### src/verilog/abf_pkg.sv
// Shared constants and carriers for the byte FIFO port.
// Assumes a single 250 MHz APB clock domain for all users.
package abf_pkg;
    // Clock rate and derived millisecond count
    localparam int unsigned CLK_HZ = 250_000_000;
    localparam int unsigned MS_PER_S = 1000;
    localparam int unsigned MS_CYC = CLK_HZ / MS_PER_S;
    // Transmit release timeout, whole milliseconds
    localparam logic [7:0] TX_TIMEOUT_DEF_MS = 8'h10;
    localparam logic [7:0] TX_TIMEOUT_MIN_MS = 8'h01;
    // Least low time on the wake pin, in milliseconds
    localparam int unsigned WAKE_MIN_MS = 20;
    localparam int unsigned WAKE_CYC = WAKE_MIN_MS * MS_CYC;
    // Buffer shape
    localparam int unsigned DATA_W = 8;
    localparam int unsigned FIFO_DEPTH = 16;
    // Register byte offsets
    localparam logic [7:0] CTRL_OFS = 8'h00;
    localparam logic [7:0] STATUS_OFS = 8'h04;
    // Control field positions
    localparam int unsigned CTRL_TMO_LSB = 0;
    localparam int unsigned CTRL_WAKE_EN_BIT = 8;
    localparam int unsigned CTRL_CONFIG_BIT = 9;
    localparam int unsigned CTRL_SUSP_BIT = 10;
    // Status field positions
    localparam int unsigned ST_RX_AVAIL_BIT = 0;
    localparam int unsigned ST_TX_FULL_BIT = 1;
    localparam int unsigned ST_TX_EMPTY_BIT = 2;
    localparam int unsigned ST_RELEASE_BIT = 3;
    localparam int unsigned ST_SUSP_BIT = 4;
    localparam int unsigned ST_RX_LVL_LSB = 8;
    localparam int unsigned ST_TX_LVL_LSB = 16;
    // Control register contents
    typedef struct packed {
        logic suspended;
        logic configured;
        logic wake_en;
        logic [7:0] timeout_ms;
    } abf_ctrl_s;
    localparam abf_ctrl_s CTRL_RESET = '{suspended: 1'b0, configured: 1'b0,
                                         wake_en: 1'b0, timeout_ms: TX_TIMEOUT_DEF_MS};
endpackage

### src/verilog/abf_port.sv
// Byte FIFO port: buffers, target-side strobes and flags, APB control.
// Assumes target pins are asynchronous to pclk and the USB engine
// side runs on pclk with valid/ready streams.
//
// How it works
// - Send strobe in normal mode flushes transmit buffer
// - Flushed bytes go out on next bulk-in
// - Read strobe low drives head byte on bus
// - Read strobe high releases bus, advances buffer
// - Write strobe falling edge appends bus byte
// - Waiting bytes released within transmit timeout
// - Timeout programmable from 1 to 255 ms
// - Both flags undriven during reset
// - Available flag low when bytes wait
// - Available flag high once buffer empty
// - Suspended with wake enabled: flag pin input
// - Pin low 20 ms in suspend with wake enabled requests resume
// - Suspend indicator low only when configured, awake
//
// The implementer's own choices: register access over APB and the register addresses.
`timescale 1ns/10ps

// Synchronous FIFO with level output
module abf_fifo #(
    parameter int unsigned W = 8,
    parameter int unsigned D = 16
) (
    input wire logic clk,
    input wire logic rst_n,
    input wire logic in_valid,
    output logic in_ready,
    input wire logic [W-1:0] in_data,
    output logic out_valid,
    input wire logic out_ready,
    output logic [W-1:0] out_data,
    output logic [$clog2(D+1)-1:0] level
);
    localparam int unsigned AW = $clog2(D);
    logic [W-1:0] mem [D];  // Storage
    logic [AW-1:0] wr_ptr_reg;  // Next slot to fill
    logic [AW-1:0] rd_ptr_reg;  // Head slot
    logic [$clog2(D+1)-1:0] level_reg;  // Words held
    logic push;
    logic pop;

    assign in_ready = (level_reg != D[$clog2(D+1)-1:0]);
    assign out_valid = (level_reg != '0);
    assign out_data = mem[rd_ptr_reg];
    assign level = level_reg;
    assign push = in_valid && in_ready;
    assign pop = out_valid && out_ready;

    // Storage write; no reset needed on data
    always_ff @(posedge clk) begin
        if (push) begin
            mem[wr_ptr_reg] <= in_data;
        end
    end

    // Pointers and level
    always_ff @(posedge clk or negedge rst_n) begin
        if (!rst_n) begin
            wr_ptr_reg <= '0;
            rd_ptr_reg <= '0;
            level_reg <= '0;
        end else begin
            if (push) begin
                wr_ptr_reg <= (wr_ptr_reg == AW'(D - 1)) ? '0 : wr_ptr_reg + 1'b1;
            end
            if (pop) begin
                rd_ptr_reg <= (rd_ptr_reg == AW'(D - 1)) ? '0 : rd_ptr_reg + 1'b1;
            end
            if (push && !pop) begin
                level_reg <= level_reg + 1'b1;
            end else if (pop && !push) begin
                level_reg <= level_reg - 1'b1;
            end
        end
    end
endmodule

module abf_port
    import abf_pkg::*;
#(
    parameter int unsigned DEPTH = FIFO_DEPTH,
    parameter int unsigned CYC_PER_MS = MS_CYC,
    parameter int unsigned WAKE_CYCLES = WAKE_CYC
) (
    input wire logic pclk,
    input wire logic presetn,
    // APB slave
    input wire logic psel,
    input wire logic penable,
    input wire logic pwrite,
    input wire logic [7:0] paddr,
    input wire logic [31:0] pwdata,
    output logic [31:0] prdata,
    output logic pready,
    output logic pslverr,
    // Target pins
    input wire logic rd_strobe_n,
    input wire logic wr_strobe_n,
    input wire logic send_now_wake_strobe,
    input wire logic [DATA_W-1:0] fifo_data_in,
    output logic [DATA_W-1:0] fifo_data_out,
    output logic fifo_data_oe,
    output logic tx_space_flag_n,
    output logic tx_space_flag_oe,
    input wire logic rx_available_flag_n_in,
    output logic rx_available_flag_n_out,
    output logic rx_available_flag_n_oe,
    output logic suspend_indicator_n,
    // USB engine side
    input wire logic usb_rx_valid,
    input wire logic [DATA_W-1:0] usb_rx_data,
    output logic usb_rx_ready,
    input wire logic usb_bulk_in_req,
    output logic usb_tx_valid,
    output logic [DATA_W-1:0] usb_tx_data,
    input wire logic usb_tx_ready,
    output logic usb_resume_req
);
    localparam int unsigned LW = $clog2(DEPTH + 1);

    abf_ctrl_s ctrl_reg;  // Software control
    // Pin synchronisers, two stages each
    logic [2:0] rd_sync_reg;  // [2] is previous sample for edges
    logic [2:0] wr_sync_reg;
    logic [2:0] sn_sync_reg;
    logic [1:0] wk_sync_reg;
    logic [DATA_W-1:0] din_s1_reg;
    logic [DATA_W-1:0] din_s2_reg;
    logic rd_fall, rd_rise, wr_fall, sn_fall;
    logic normal;  // Configured and awake
    logic wake_mode;  // Flag pin is an input
    // Buffer wiring
    logic rx_in_ready, rx_out_valid, rx_pop;
    logic [DATA_W-1:0] rx_head;
    logic [LW-1:0] rx_level;
    logic tx_in_ready, tx_out_valid, tx_pop;
    logic [DATA_W-1:0] tx_head;
    logic [LW-1:0] tx_level;
    // Transmit release
    logic release_reg;
    logic [31:0] ms_cnt_reg;  // Cycles within the current millisecond
    logic [7:0] age_ms_reg;  // Milliseconds bytes have waited
    logic [7:0] tmo_eff;
    logic timed_out;
    // Wake detection
    logic [31:0] wake_cnt_reg;
    logic wake_done_reg;  // One resume per low period
    // Bus outputs
    logic data_oe_reg;
    logic [DATA_W-1:0] data_out_reg;

    assign rd_fall = rd_sync_reg[2] && !rd_sync_reg[1];
    assign rd_rise = !rd_sync_reg[2] && rd_sync_reg[1];
    assign wr_fall = wr_sync_reg[2] && !wr_sync_reg[1];
    assign sn_fall = sn_sync_reg[2] && !sn_sync_reg[1];
    assign normal = ctrl_reg.configured && !ctrl_reg.suspended;
    assign wake_mode = ctrl_reg.wake_en && !normal;
    assign tmo_eff = (ctrl_reg.timeout_ms < TX_TIMEOUT_MIN_MS) ? TX_TIMEOUT_MIN_MS
                                                              : ctrl_reg.timeout_ms;
    assign timed_out = (age_ms_reg >= tmo_eff);

    // Synchronisers; stage 1 is read only by stage 2
    always_ff @(posedge pclk or negedge presetn) begin
        if (!presetn) begin
            rd_sync_reg <= 3'h7;
            wr_sync_reg <= 3'h7;
            sn_sync_reg <= 3'h7;
            wk_sync_reg <= 2'h3;
            din_s1_reg <= '0;
            din_s2_reg <= '0;
        end else begin
            rd_sync_reg <= {rd_sync_reg[1:0], rd_strobe_n};
            wr_sync_reg <= {wr_sync_reg[1:0], wr_strobe_n};
            sn_sync_reg <= {sn_sync_reg[1:0], send_now_wake_strobe};
            wk_sync_reg <= {wk_sync_reg[0], rx_available_flag_n_in};
            din_s1_reg <= fifo_data_in;
            din_s2_reg <= din_s1_reg;
        end
    end

    // Receive buffer: host bytes toward the target
    abf_fifo #(.W(DATA_W), .D(DEPTH)) u_rx (
        .clk(pclk),
        .rst_n(presetn),
        .in_valid(usb_rx_valid && usb_rx_ready),
        .in_ready(rx_in_ready),
        .in_data(usb_rx_data),
        .out_valid(rx_out_valid),
        .out_ready(rx_pop),
        .out_data(rx_head),
        .level(rx_level)
    );
    assign rx_pop = rd_rise;

    // Transmit buffer: target bytes toward the host
    abf_fifo #(.W(DATA_W), .D(DEPTH)) u_tx (
        .clk(pclk),
        .rst_n(presetn),
        .in_valid(wr_fall),
        .in_ready(tx_in_ready),
        .in_data(din_s2_reg),
        .out_valid(tx_out_valid),
        .out_ready(tx_pop),
        .out_data(tx_head),
        .level(tx_level)
    );
    // Drain only released bytes, only while the host asks for them
    assign tx_pop = release_reg && usb_bulk_in_req && (!usb_tx_valid || usb_tx_ready);

    // Registered USB ready; one-cycle lag covered by leaving one slot spare
    always_ff @(posedge pclk or negedge presetn) begin
        if (!presetn) begin
            usb_rx_ready <= 1'b0;
        end else begin
            usb_rx_ready <= (rx_level < LW'(DEPTH - 1)) && rx_in_ready;
        end
    end

    // Output stage toward the USB engine
    always_ff @(posedge pclk or negedge presetn) begin
        if (!presetn) begin
            usb_tx_valid <= 1'b0;
            usb_tx_data <= '0;
        end else if (tx_pop && tx_out_valid) begin
            usb_tx_valid <= 1'b1;
            usb_tx_data <= tx_head;
        end else if (usb_tx_ready) begin
            usb_tx_valid <= 1'b0;
        end
    end

    // Release flag: set by send strobe, timeout or a full buffer
    always_ff @(posedge pclk or negedge presetn) begin
        if (!presetn) begin
            release_reg <= 1'b0;
        end else if ((sn_fall && normal) || (tx_out_valid && timed_out)) begin
            release_reg <= 1'b1;
        end else if (!tx_in_ready) begin
            release_reg <= 1'b1;
        end else if (!tx_out_valid) begin
            release_reg <= 1'b0;
        end
    end

    // Age of waiting bytes in milliseconds; restarts once drained
    always_ff @(posedge pclk or negedge presetn) begin
        if (!presetn) begin
            ms_cnt_reg <= '0;
            age_ms_reg <= '0;
        end else if (!tx_out_valid || release_reg) begin
            ms_cnt_reg <= '0;
            age_ms_reg <= '0;
        end else if (ms_cnt_reg == CYC_PER_MS - 1) begin
            ms_cnt_reg <= '0;
            if (!timed_out) begin
                age_ms_reg <= age_ms_reg + 8'h01;
            end
        end else begin
            ms_cnt_reg <= ms_cnt_reg + 32'h1;
        end
    end

    // Data bus: drive head while read strobe low
    always_ff @(posedge pclk or negedge presetn) begin
        if (!presetn) begin
            data_oe_reg <= 1'b0;
            data_out_reg <= '0;
        end else if (rd_fall) begin
            data_oe_reg <= 1'b1;
            data_out_reg <= rx_head;
        end else if (rd_rise) begin
            data_oe_reg <= 1'b0;
        end
    end
    assign fifo_data_oe = data_oe_reg;
    assign fifo_data_out = data_out_reg;

    // Flags; enables are low under reset so the pins float
    always_ff @(posedge pclk or negedge presetn) begin
        if (!presetn) begin
            tx_space_flag_n <= 1'b1;
            tx_space_flag_oe <= 1'b0;
            rx_available_flag_n_out <= 1'b1;
            rx_available_flag_n_oe <= 1'b0;
            suspend_indicator_n <= 1'b1;
        end else begin
            // Goes high the cycle the write that fills the last slot is seen so the next one waits
            tx_space_flag_n <= !tx_in_ready || (wr_fall && tx_level == LW'(DEPTH - 1));
            tx_space_flag_oe <= 1'b1;
            // Forced high for one cycle at the read strobe rising edge so a pop is not hidden
            rx_available_flag_n_out <= !rx_out_valid || rd_rise;
            rx_available_flag_n_oe <= !wake_mode;
            suspend_indicator_n <= !normal;
        end
    end

    // Wake: 20 ms low on the flag pin, or a send strobe, while wake_mode is set
    always_ff @(posedge pclk or negedge presetn) begin
        if (!presetn) begin
            wake_cnt_reg <= '0;
            wake_done_reg <= 1'b0;
            usb_resume_req <= 1'b0;
        end else begin
            usb_resume_req <= 1'b0;
            if (!wake_mode || wk_sync_reg[1]) begin
                wake_cnt_reg <= '0;
                wake_done_reg <= 1'b0;
            end else if (wake_cnt_reg >= WAKE_CYCLES - 1) begin
                if (!wake_done_reg) begin
                    usb_resume_req <= 1'b1;
                end
                wake_done_reg <= 1'b1;
            end else begin
                wake_cnt_reg <= wake_cnt_reg + 32'h1;
            end
            if (wake_mode && sn_fall) begin
                usb_resume_req <= 1'b1;
            end
        end
    end

    // APB: one wait state, answer registered
    always_ff @(posedge pclk or negedge presetn) begin
        if (!presetn) begin
            pready <= 1'b0;
            pslverr <= 1'b0;
            prdata <= '0;
        end else if (psel && penable && !pready) begin
            pready <= 1'b1;
            pslverr <= (paddr != CTRL_OFS) && (paddr != STATUS_OFS);
            prdata <= '0;
            if (!pwrite && paddr == CTRL_OFS) begin
                prdata[CTRL_TMO_LSB +: 8] <= ctrl_reg.timeout_ms;
                prdata[CTRL_WAKE_EN_BIT] <= ctrl_reg.wake_en;
                prdata[CTRL_CONFIG_BIT] <= ctrl_reg.configured;
                prdata[CTRL_SUSP_BIT] <= ctrl_reg.suspended;
            end else if (!pwrite && paddr == STATUS_OFS) begin
                prdata[ST_RX_AVAIL_BIT] <= rx_out_valid;
                prdata[ST_TX_FULL_BIT] <= !tx_in_ready;
                prdata[ST_TX_EMPTY_BIT] <= !tx_out_valid;
                prdata[ST_RELEASE_BIT] <= release_reg;
                prdata[ST_SUSP_BIT] <= !normal;
                prdata[ST_RX_LVL_LSB +: LW] <= rx_level;
                prdata[ST_TX_LVL_LSB +: LW] <= tx_level;
            end
        end else begin
            pready <= 1'b0;
            pslverr <= 1'b0;
        end
    end

    // Control register write at the completing edge
    always_ff @(posedge pclk or negedge presetn) begin
        if (!presetn) begin
            ctrl_reg <= CTRL_RESET;
        end else if (psel && penable && pready && pwrite && paddr == CTRL_OFS) begin
            ctrl_reg.timeout_ms <= pwdata[CTRL_TMO_LSB +: 8];
            ctrl_reg.wake_en <= pwdata[CTRL_WAKE_EN_BIT];
            ctrl_reg.configured <= pwdata[CTRL_CONFIG_BIT];
            ctrl_reg.suspended <= pwdata[CTRL_SUSP_BIT];
        end
    end
endmodule

### config.mk
export PLATFORM = sky130hd
export DESIGN_NAME = abf_port
export DESIGN_NICKNAME = d
export VERILOG_FILES = /design/src/verilog/abf_pkg.sv /design/src/verilog/abf_port.sv
export SDC_FILE = /design/constraint.sdc
export NUM_CORES = 1
export LEC_CHECK = 0
export ABC_AREA = 1
export ABC_CLOCK_PERIOD_IN_PS = 8260
export BUFFER_PORTS_ARGS = -buffer_cell sky130_fd_sc_hd__clkbuf_2
export CAP_MARGIN = 10
export CORE_MARGIN = 2
export CORE_UTILIZATION = 40
export CTS_CLUSTER_DIAMETER = 120
export DETAILED_ROUTE_END_ITERATION = 8
export PLACE_DENSITY_LB_ADDON = 0.08
export SYNTH_ARGS = -nofsm -noshare
export SYNTH_HDL_FRONTEND = slang
export SYNTH_SLANG_ARGS = --single-unit
### constraint.sdc
create_clock -name pclk -period 8.26 [get_ports pclk]
set_clock_uncertainty 0.15 [all_clocks]
set_input_delay 0.413 -clock pclk [delete_from_list [all_inputs] [get_ports pclk]]
set_output_delay 0.413 -clock pclk [all_outputs]
set_load 0.02 [all_outputs]
Word level (Yosys, flattened, before mapping)
Memories as Yosys holds them, arrays and structs flattened. A register that Yosys moved wholly into a read port is not among the register bits. Index checks and enable logic that the tools add are counted.

Flip-flop bits (word level): 167. Bits in writable memories: 256. Input port bits: 68. Output and inout bits: 59. Word-level logic and storage cells: 172. Memories: 2.

Add/sub/neg operators: 11. Order comparisons: 4. Eq/ne operators: 13. Mux-type cells: 43. Reductions and logical operators: 66.

Memory list: u_rx.mem (words 16, width 8, read ports 1, clocked after Yosys merged registers in 1, write ports 1, line abf_port.sv:39) `logic [W-1:0] mem [D];`; u_tx.mem (words 16, width 8, read ports 1, clocked after Yosys merged registers in 1, write ports 1, line abf_port.sv:39).

Operators by type and width (number): $mux W32 (4); $add A32 B1 Y32 const B (2); $mux W5 (9); $eq A32 B18 Y1 const B (1); $ge A32 B23 Y1 const B (1); $mux W8 (4); $logic_and A1 B1 Y1 (30); $logic_not A1 Y1 (19); $mux W1 (19); $add A4 B1 Y4 const B (4); $eq A4 B4 Y1 const B (4); $mux W4 (4); $reduce_bool A2 Y1 (6); $add A5 B1 Y5 const B (2); $ne A5 B5 Y1 const B (2); $reduce_bool A5 Y1 (2); $sub A5 B1 Y5 const B (2); $add A8 B1 Y8 const B (1); $eq A8 B3 Y1 const B (1); $ge A8 B8 Y1 (1); $logic_not A8 Y1 (1); $lt A8 B1 Y1 const B (1); $ne A8 B3 Y1 const B (1); $reduce_bool A8 Y1 (1); other kinds (9) (15).

Longest topological paths before layout
Word-level depth: 8. Mapped depth: 17. Mapped depth without buffers: 16.

By module
From an unflattened synthesis, not the netlist that was laid out.

Cells, all modules: 2307. Area total of the unflattened synthesis: 20771.2 sq um.

By module, submodules not included: abf_fifo (instances 2, cells an instance 668, area each 6437.4 sq um, seq. area each 4169.0 sq um); abf_port (instances 1, cells an instance 971, area each 7896.3 sq um, seq. area each 3947.5 sq um).

Worst setup path after synthesis
OpenSTA, ideal clock, no wires.

Path type: flip-flop to flip-flop. Start point: reg u_rx.level_reg[0], in the netlist u_rx.level[0]. End point: reg u_rx.level_reg[3], in the netlist u_rx.level[3]. Library setup time: 0.126 ns. Arrival time: 2.382 ns. Data required time: 7.984 ns. Setup slack: 5.602 ns. Stages on the path, launching flop included: 15. Buffers on the path: 0. Clock period less this slack: 2.658 ns. Cell sequence: dfrtp_1 -> nor4_1 -> nand2_1 -> nand3_1 -> inv_1 -> ha_1 -> inv_1 -> ha_1 -> nand2_1 -> inv_1 -> o21ai_0 -> nand2_1 -> or2_2 -> nand3_1 -> o21ai_0.

Longest elaborated chain between the ends: 5. Elaborated cells on any way between the ends: 13. Those cells by class: add/sub (2); eq/ne (1); mux (2); reduce/logical (8).

RTL lines: start, declared (line abf_port.sv:42) `logic [$clog2(D+1)-1:0] level_reg;`; start signal, assigned (line abf_port.sv:74) `level_reg <= level_reg + 1'b1;`; start signal, assigned (line abf_port.sv:76) `level_reg <= level_reg - 1'b1;`; $ne A5 B5 Y1 (*) (line abf_port.sv:46) `assign in_ready = (level_reg != D[$clog2(D+1)-1:0]);`; $logic_and A1 B1 Y1 (*) (line abf_port.sv:50) `assign push = in_valid && in_ready;`; via u_rx.push (line abf_port.sv:43) `logic push;`; $logic_not A1 Y1 (line abf_port.sv:75) `end else if (pop && !push) begin`; $logic_and A1 B1 Y1 (line abf_port.sv:75); $reduce_bool A2 Y1 (no line).

The timed path passes the listed nets; every way through them passes the cells marked *. The select of a mux whose other input is x is not followed. A chain may end at the register's enable or synchronous reset.

Final worst setup path
Same ends and word-level chain as after synthesis.

==> reports/results.ini <==
[logic_synthesis]
synth_compound_area_frac = 0.06945
synth_xor_area_frac = 0.01743
synth_edf_count = 256
netlist_area_sq_mm = 0.01960
synthCells = 2002
synth_cell_types = 47
yosysSeqAreaShare = 0.6268
synthAdderAreaFrac = 0.02183
syn_area_per_cell_sq_um = 9.791
synth-simple-area-share = 0.2144
muxShareOfSynthArea = 0
synth_top_family_by_area = simple AND/OR/NAND/NOR gates
synth-async-reset-ratio = 0.4169
synthFlopType = edfxtp_1
ys_warn_count = 0
ys_ff_latch = 439

[clock_tree]
root_buffer = clkbuf_16
ctsResizeCount = 0
clk_latency_ns = 0.60
cts_tree = done
cts_sinks = 439
cts.htree.levels = 2
clockBufferDepth = 3
cts.clk_slew.worst_paths_ns = 0.06
cts_buffers = 50

[outcome]
status = finished clean

[drt]
wl_per_cell_um = 17.09
vias = 13760
first_pass_iters = 5
drt_iter0_drc = 839
routed_wl_mm = 47.36
postRouteAntennaNets = 0
drc = 0
vias_per_cell = 4.966

[critical_path]
crit_type = flop to flop
cp-end-kind = flop
startpoint_type = flop
arrival_ns = 3.33
critPathMaxFanout = 9
crit_required_ns = 8.58

[finish]
reg.largest.list = u_rx.mem x128, u_tx.mem x128
layout_commonest_cell = nand2_1
n_fill_cell = 4662
syn_to_final_growth_pct = 14.25
fin_util = 0.4604
final_cell_mix = nand2_1, nor2_1, edfxtp_1
drive_above_1_share = 0.1010
final_nets = 2208
fin_cells = 2771
diodes = 0
design_area_sq_mm = 0.02240

[sta]
setup_slack_ns = 5.250
finalSetupTns_ns = 0
timing.slew.headroom = 0.2878
worst_pin_slew_ns = 1.068
hold_violations = 0
setup_viol_count_final = 0
rsz0062_at_grt = no
finalCritPeriodShare = 0.3644
fin_crit_ns = 3.010
holdWs_ns = 0.03338
report.final.slew_viol_count = 0
fmax_mhz = 332.3

[floorplanning]
die_w_um = 225.4
dieHeight_um = 225.4
rows = 81
core-area_sq_mm = 0.04865
die_area_sq_mm = 0.05079
initial_core_util = 0.4029
boundaryPins = 127

[job]
cap_violations = 0

[place]
dp_slack_ns = 5.223
hpwlAfterDp_mm = 30.13
place.port_buffers = 91
gp_congestion = 0.8541
dp_cells = 2652
dpl_cell_area_sq_mm = 0.02049

[power]
p_leak_nw = 8.893
p_total_mw = 6.578
ir_drop_v = 0.0002292
power_density_mw_per_mm2 = 293.7

[global_route]
grt_pass1_vias = 13318
antenna_found_initial = 0
grt_overflow = 0
grt_pass1_wl_mm = 74.60
grt_max_degree = 73
grt.total_usage = 0.1893

[worst_hold_path]
hold_class = input port to flop

Yosys cell counts, types with 8 or more instances:
cell type | number | share of area
buf_4 | 19 | 0.0073
clkbuf_1 | 23 | 0.0044
o31ai_1 | 11 | 0.0042
o22ai_1 | 18 | 0.0057
nand2_1 | 433 | 0.083
dfrtp_1 | 168 | 0.21
a21oi_1 | 46 | 0.012
nand4_1 | 19 | 0.0061
xor2_1 | 32 | 0.014
nor2_1 | 389 | 0.074
ha_1 | 31 | 0.020
buf_2 | 32 | 0.0082
a21boi_0 | 9 | 0.0034
o211ai_1 | 8 | 0.0031
o21ai_0 | 141 | 0.036
nor3_1 | 23 | 0.0059
dfstp_2 | 15 | 0.020
nand3_1 | 135 | 0.034
edfxtp_1 | 256 | 0.39
inv_1 | 122 | 0.023
per-layer routing:
metal	part of all wire	wire length (um)	GRT usage	vias up
met4	0.020	932	0.05234	0
met5	0	0	0	-
li1	-	-	-	6882
met3	0.032	1533	0.02555	66
met2	0.47	22460	0.3103	206
met1	0.47	22430	0.2643	6606
path summary, 6_finish.rpt:
check	start	to	slack [ns]	cells past startpoint
max	u_rx.level[0]	u_rx.level[3]	5.25	14
max in group asynchronous	presetn	wake_cnt_reg[11]	5.69	4
min reg2reg	din_s1_reg[0]	din_s2_reg[0]	0.20	0
max reg2reg	u_rx.level[0]	u_rx.level[3]	5.25	14
min	paddr[2]	prdata[16]	0.03	3
min in group asynchronous	presetn	age_ms_reg[5]	0.22	2
report_power, final:
group | internal, mW | total (mW) | leakage (nW) | switching [mW]
combinational | 0.494 | 1.66 | 3.45 | 1.17
sequential | 2.53 | 2.68 | 4.63 | 0.147
clock | 1.34 | 2.24 | 0.813 | 0.900
what timing repair did:
item / CTS / global route
hold buffers: 25 / 0
hold endpoints to repair: 80 / 0
endpoints found under the setup margin: 0 / 0
buffers inserted: 0 / 0
cell type report:
| cell class | instances | area, sq um | share of cell area |
|---|---|---|---|
| Clock buffer | 70 | 1396 | 0.06235 |
| Multi-Input combinational cell | 1359 | 6390 | 0.2853 |
| Tap cell | 622 | 778.2 | 0.03475 |
| Sequential cell | 439 | 12290 | 0.5487 |
| Clock inverter | 24 | 262.8 | 0.01173 |
| Inverter | 132 | 498.0 | 0.02224 |
| Timing Repair Buffer | 125 | 782.0 | 0.03492 |
critical path, stage by stage, from the launching register on:
cell and delay, ns:
dfrtp_1 0.47, nor4_1 0.39, nand2_1 0.11, nand3_1 0.24
inv_1 0.18, ha_1 0.25, inv_1 0.15, ha_1 0.26
nand2_1 0.06, inv_1 0.03, o21ai_0 0.13, nand2_1 0.08
or2_2 0.27, nand3_1 0.06, o21ai_0 0.07
kinds of logic after synthesis:
group	Yosys count
AND/OR/NAND/NOR	1024
flip-flops	439
AO/OA/AOI/OAI	248
other	2
XOR/XNOR	39
adder cells (fa/ha/maj)	33
buffers and inverters	217
Note: power is estimated with default switching activity, not from simulation.
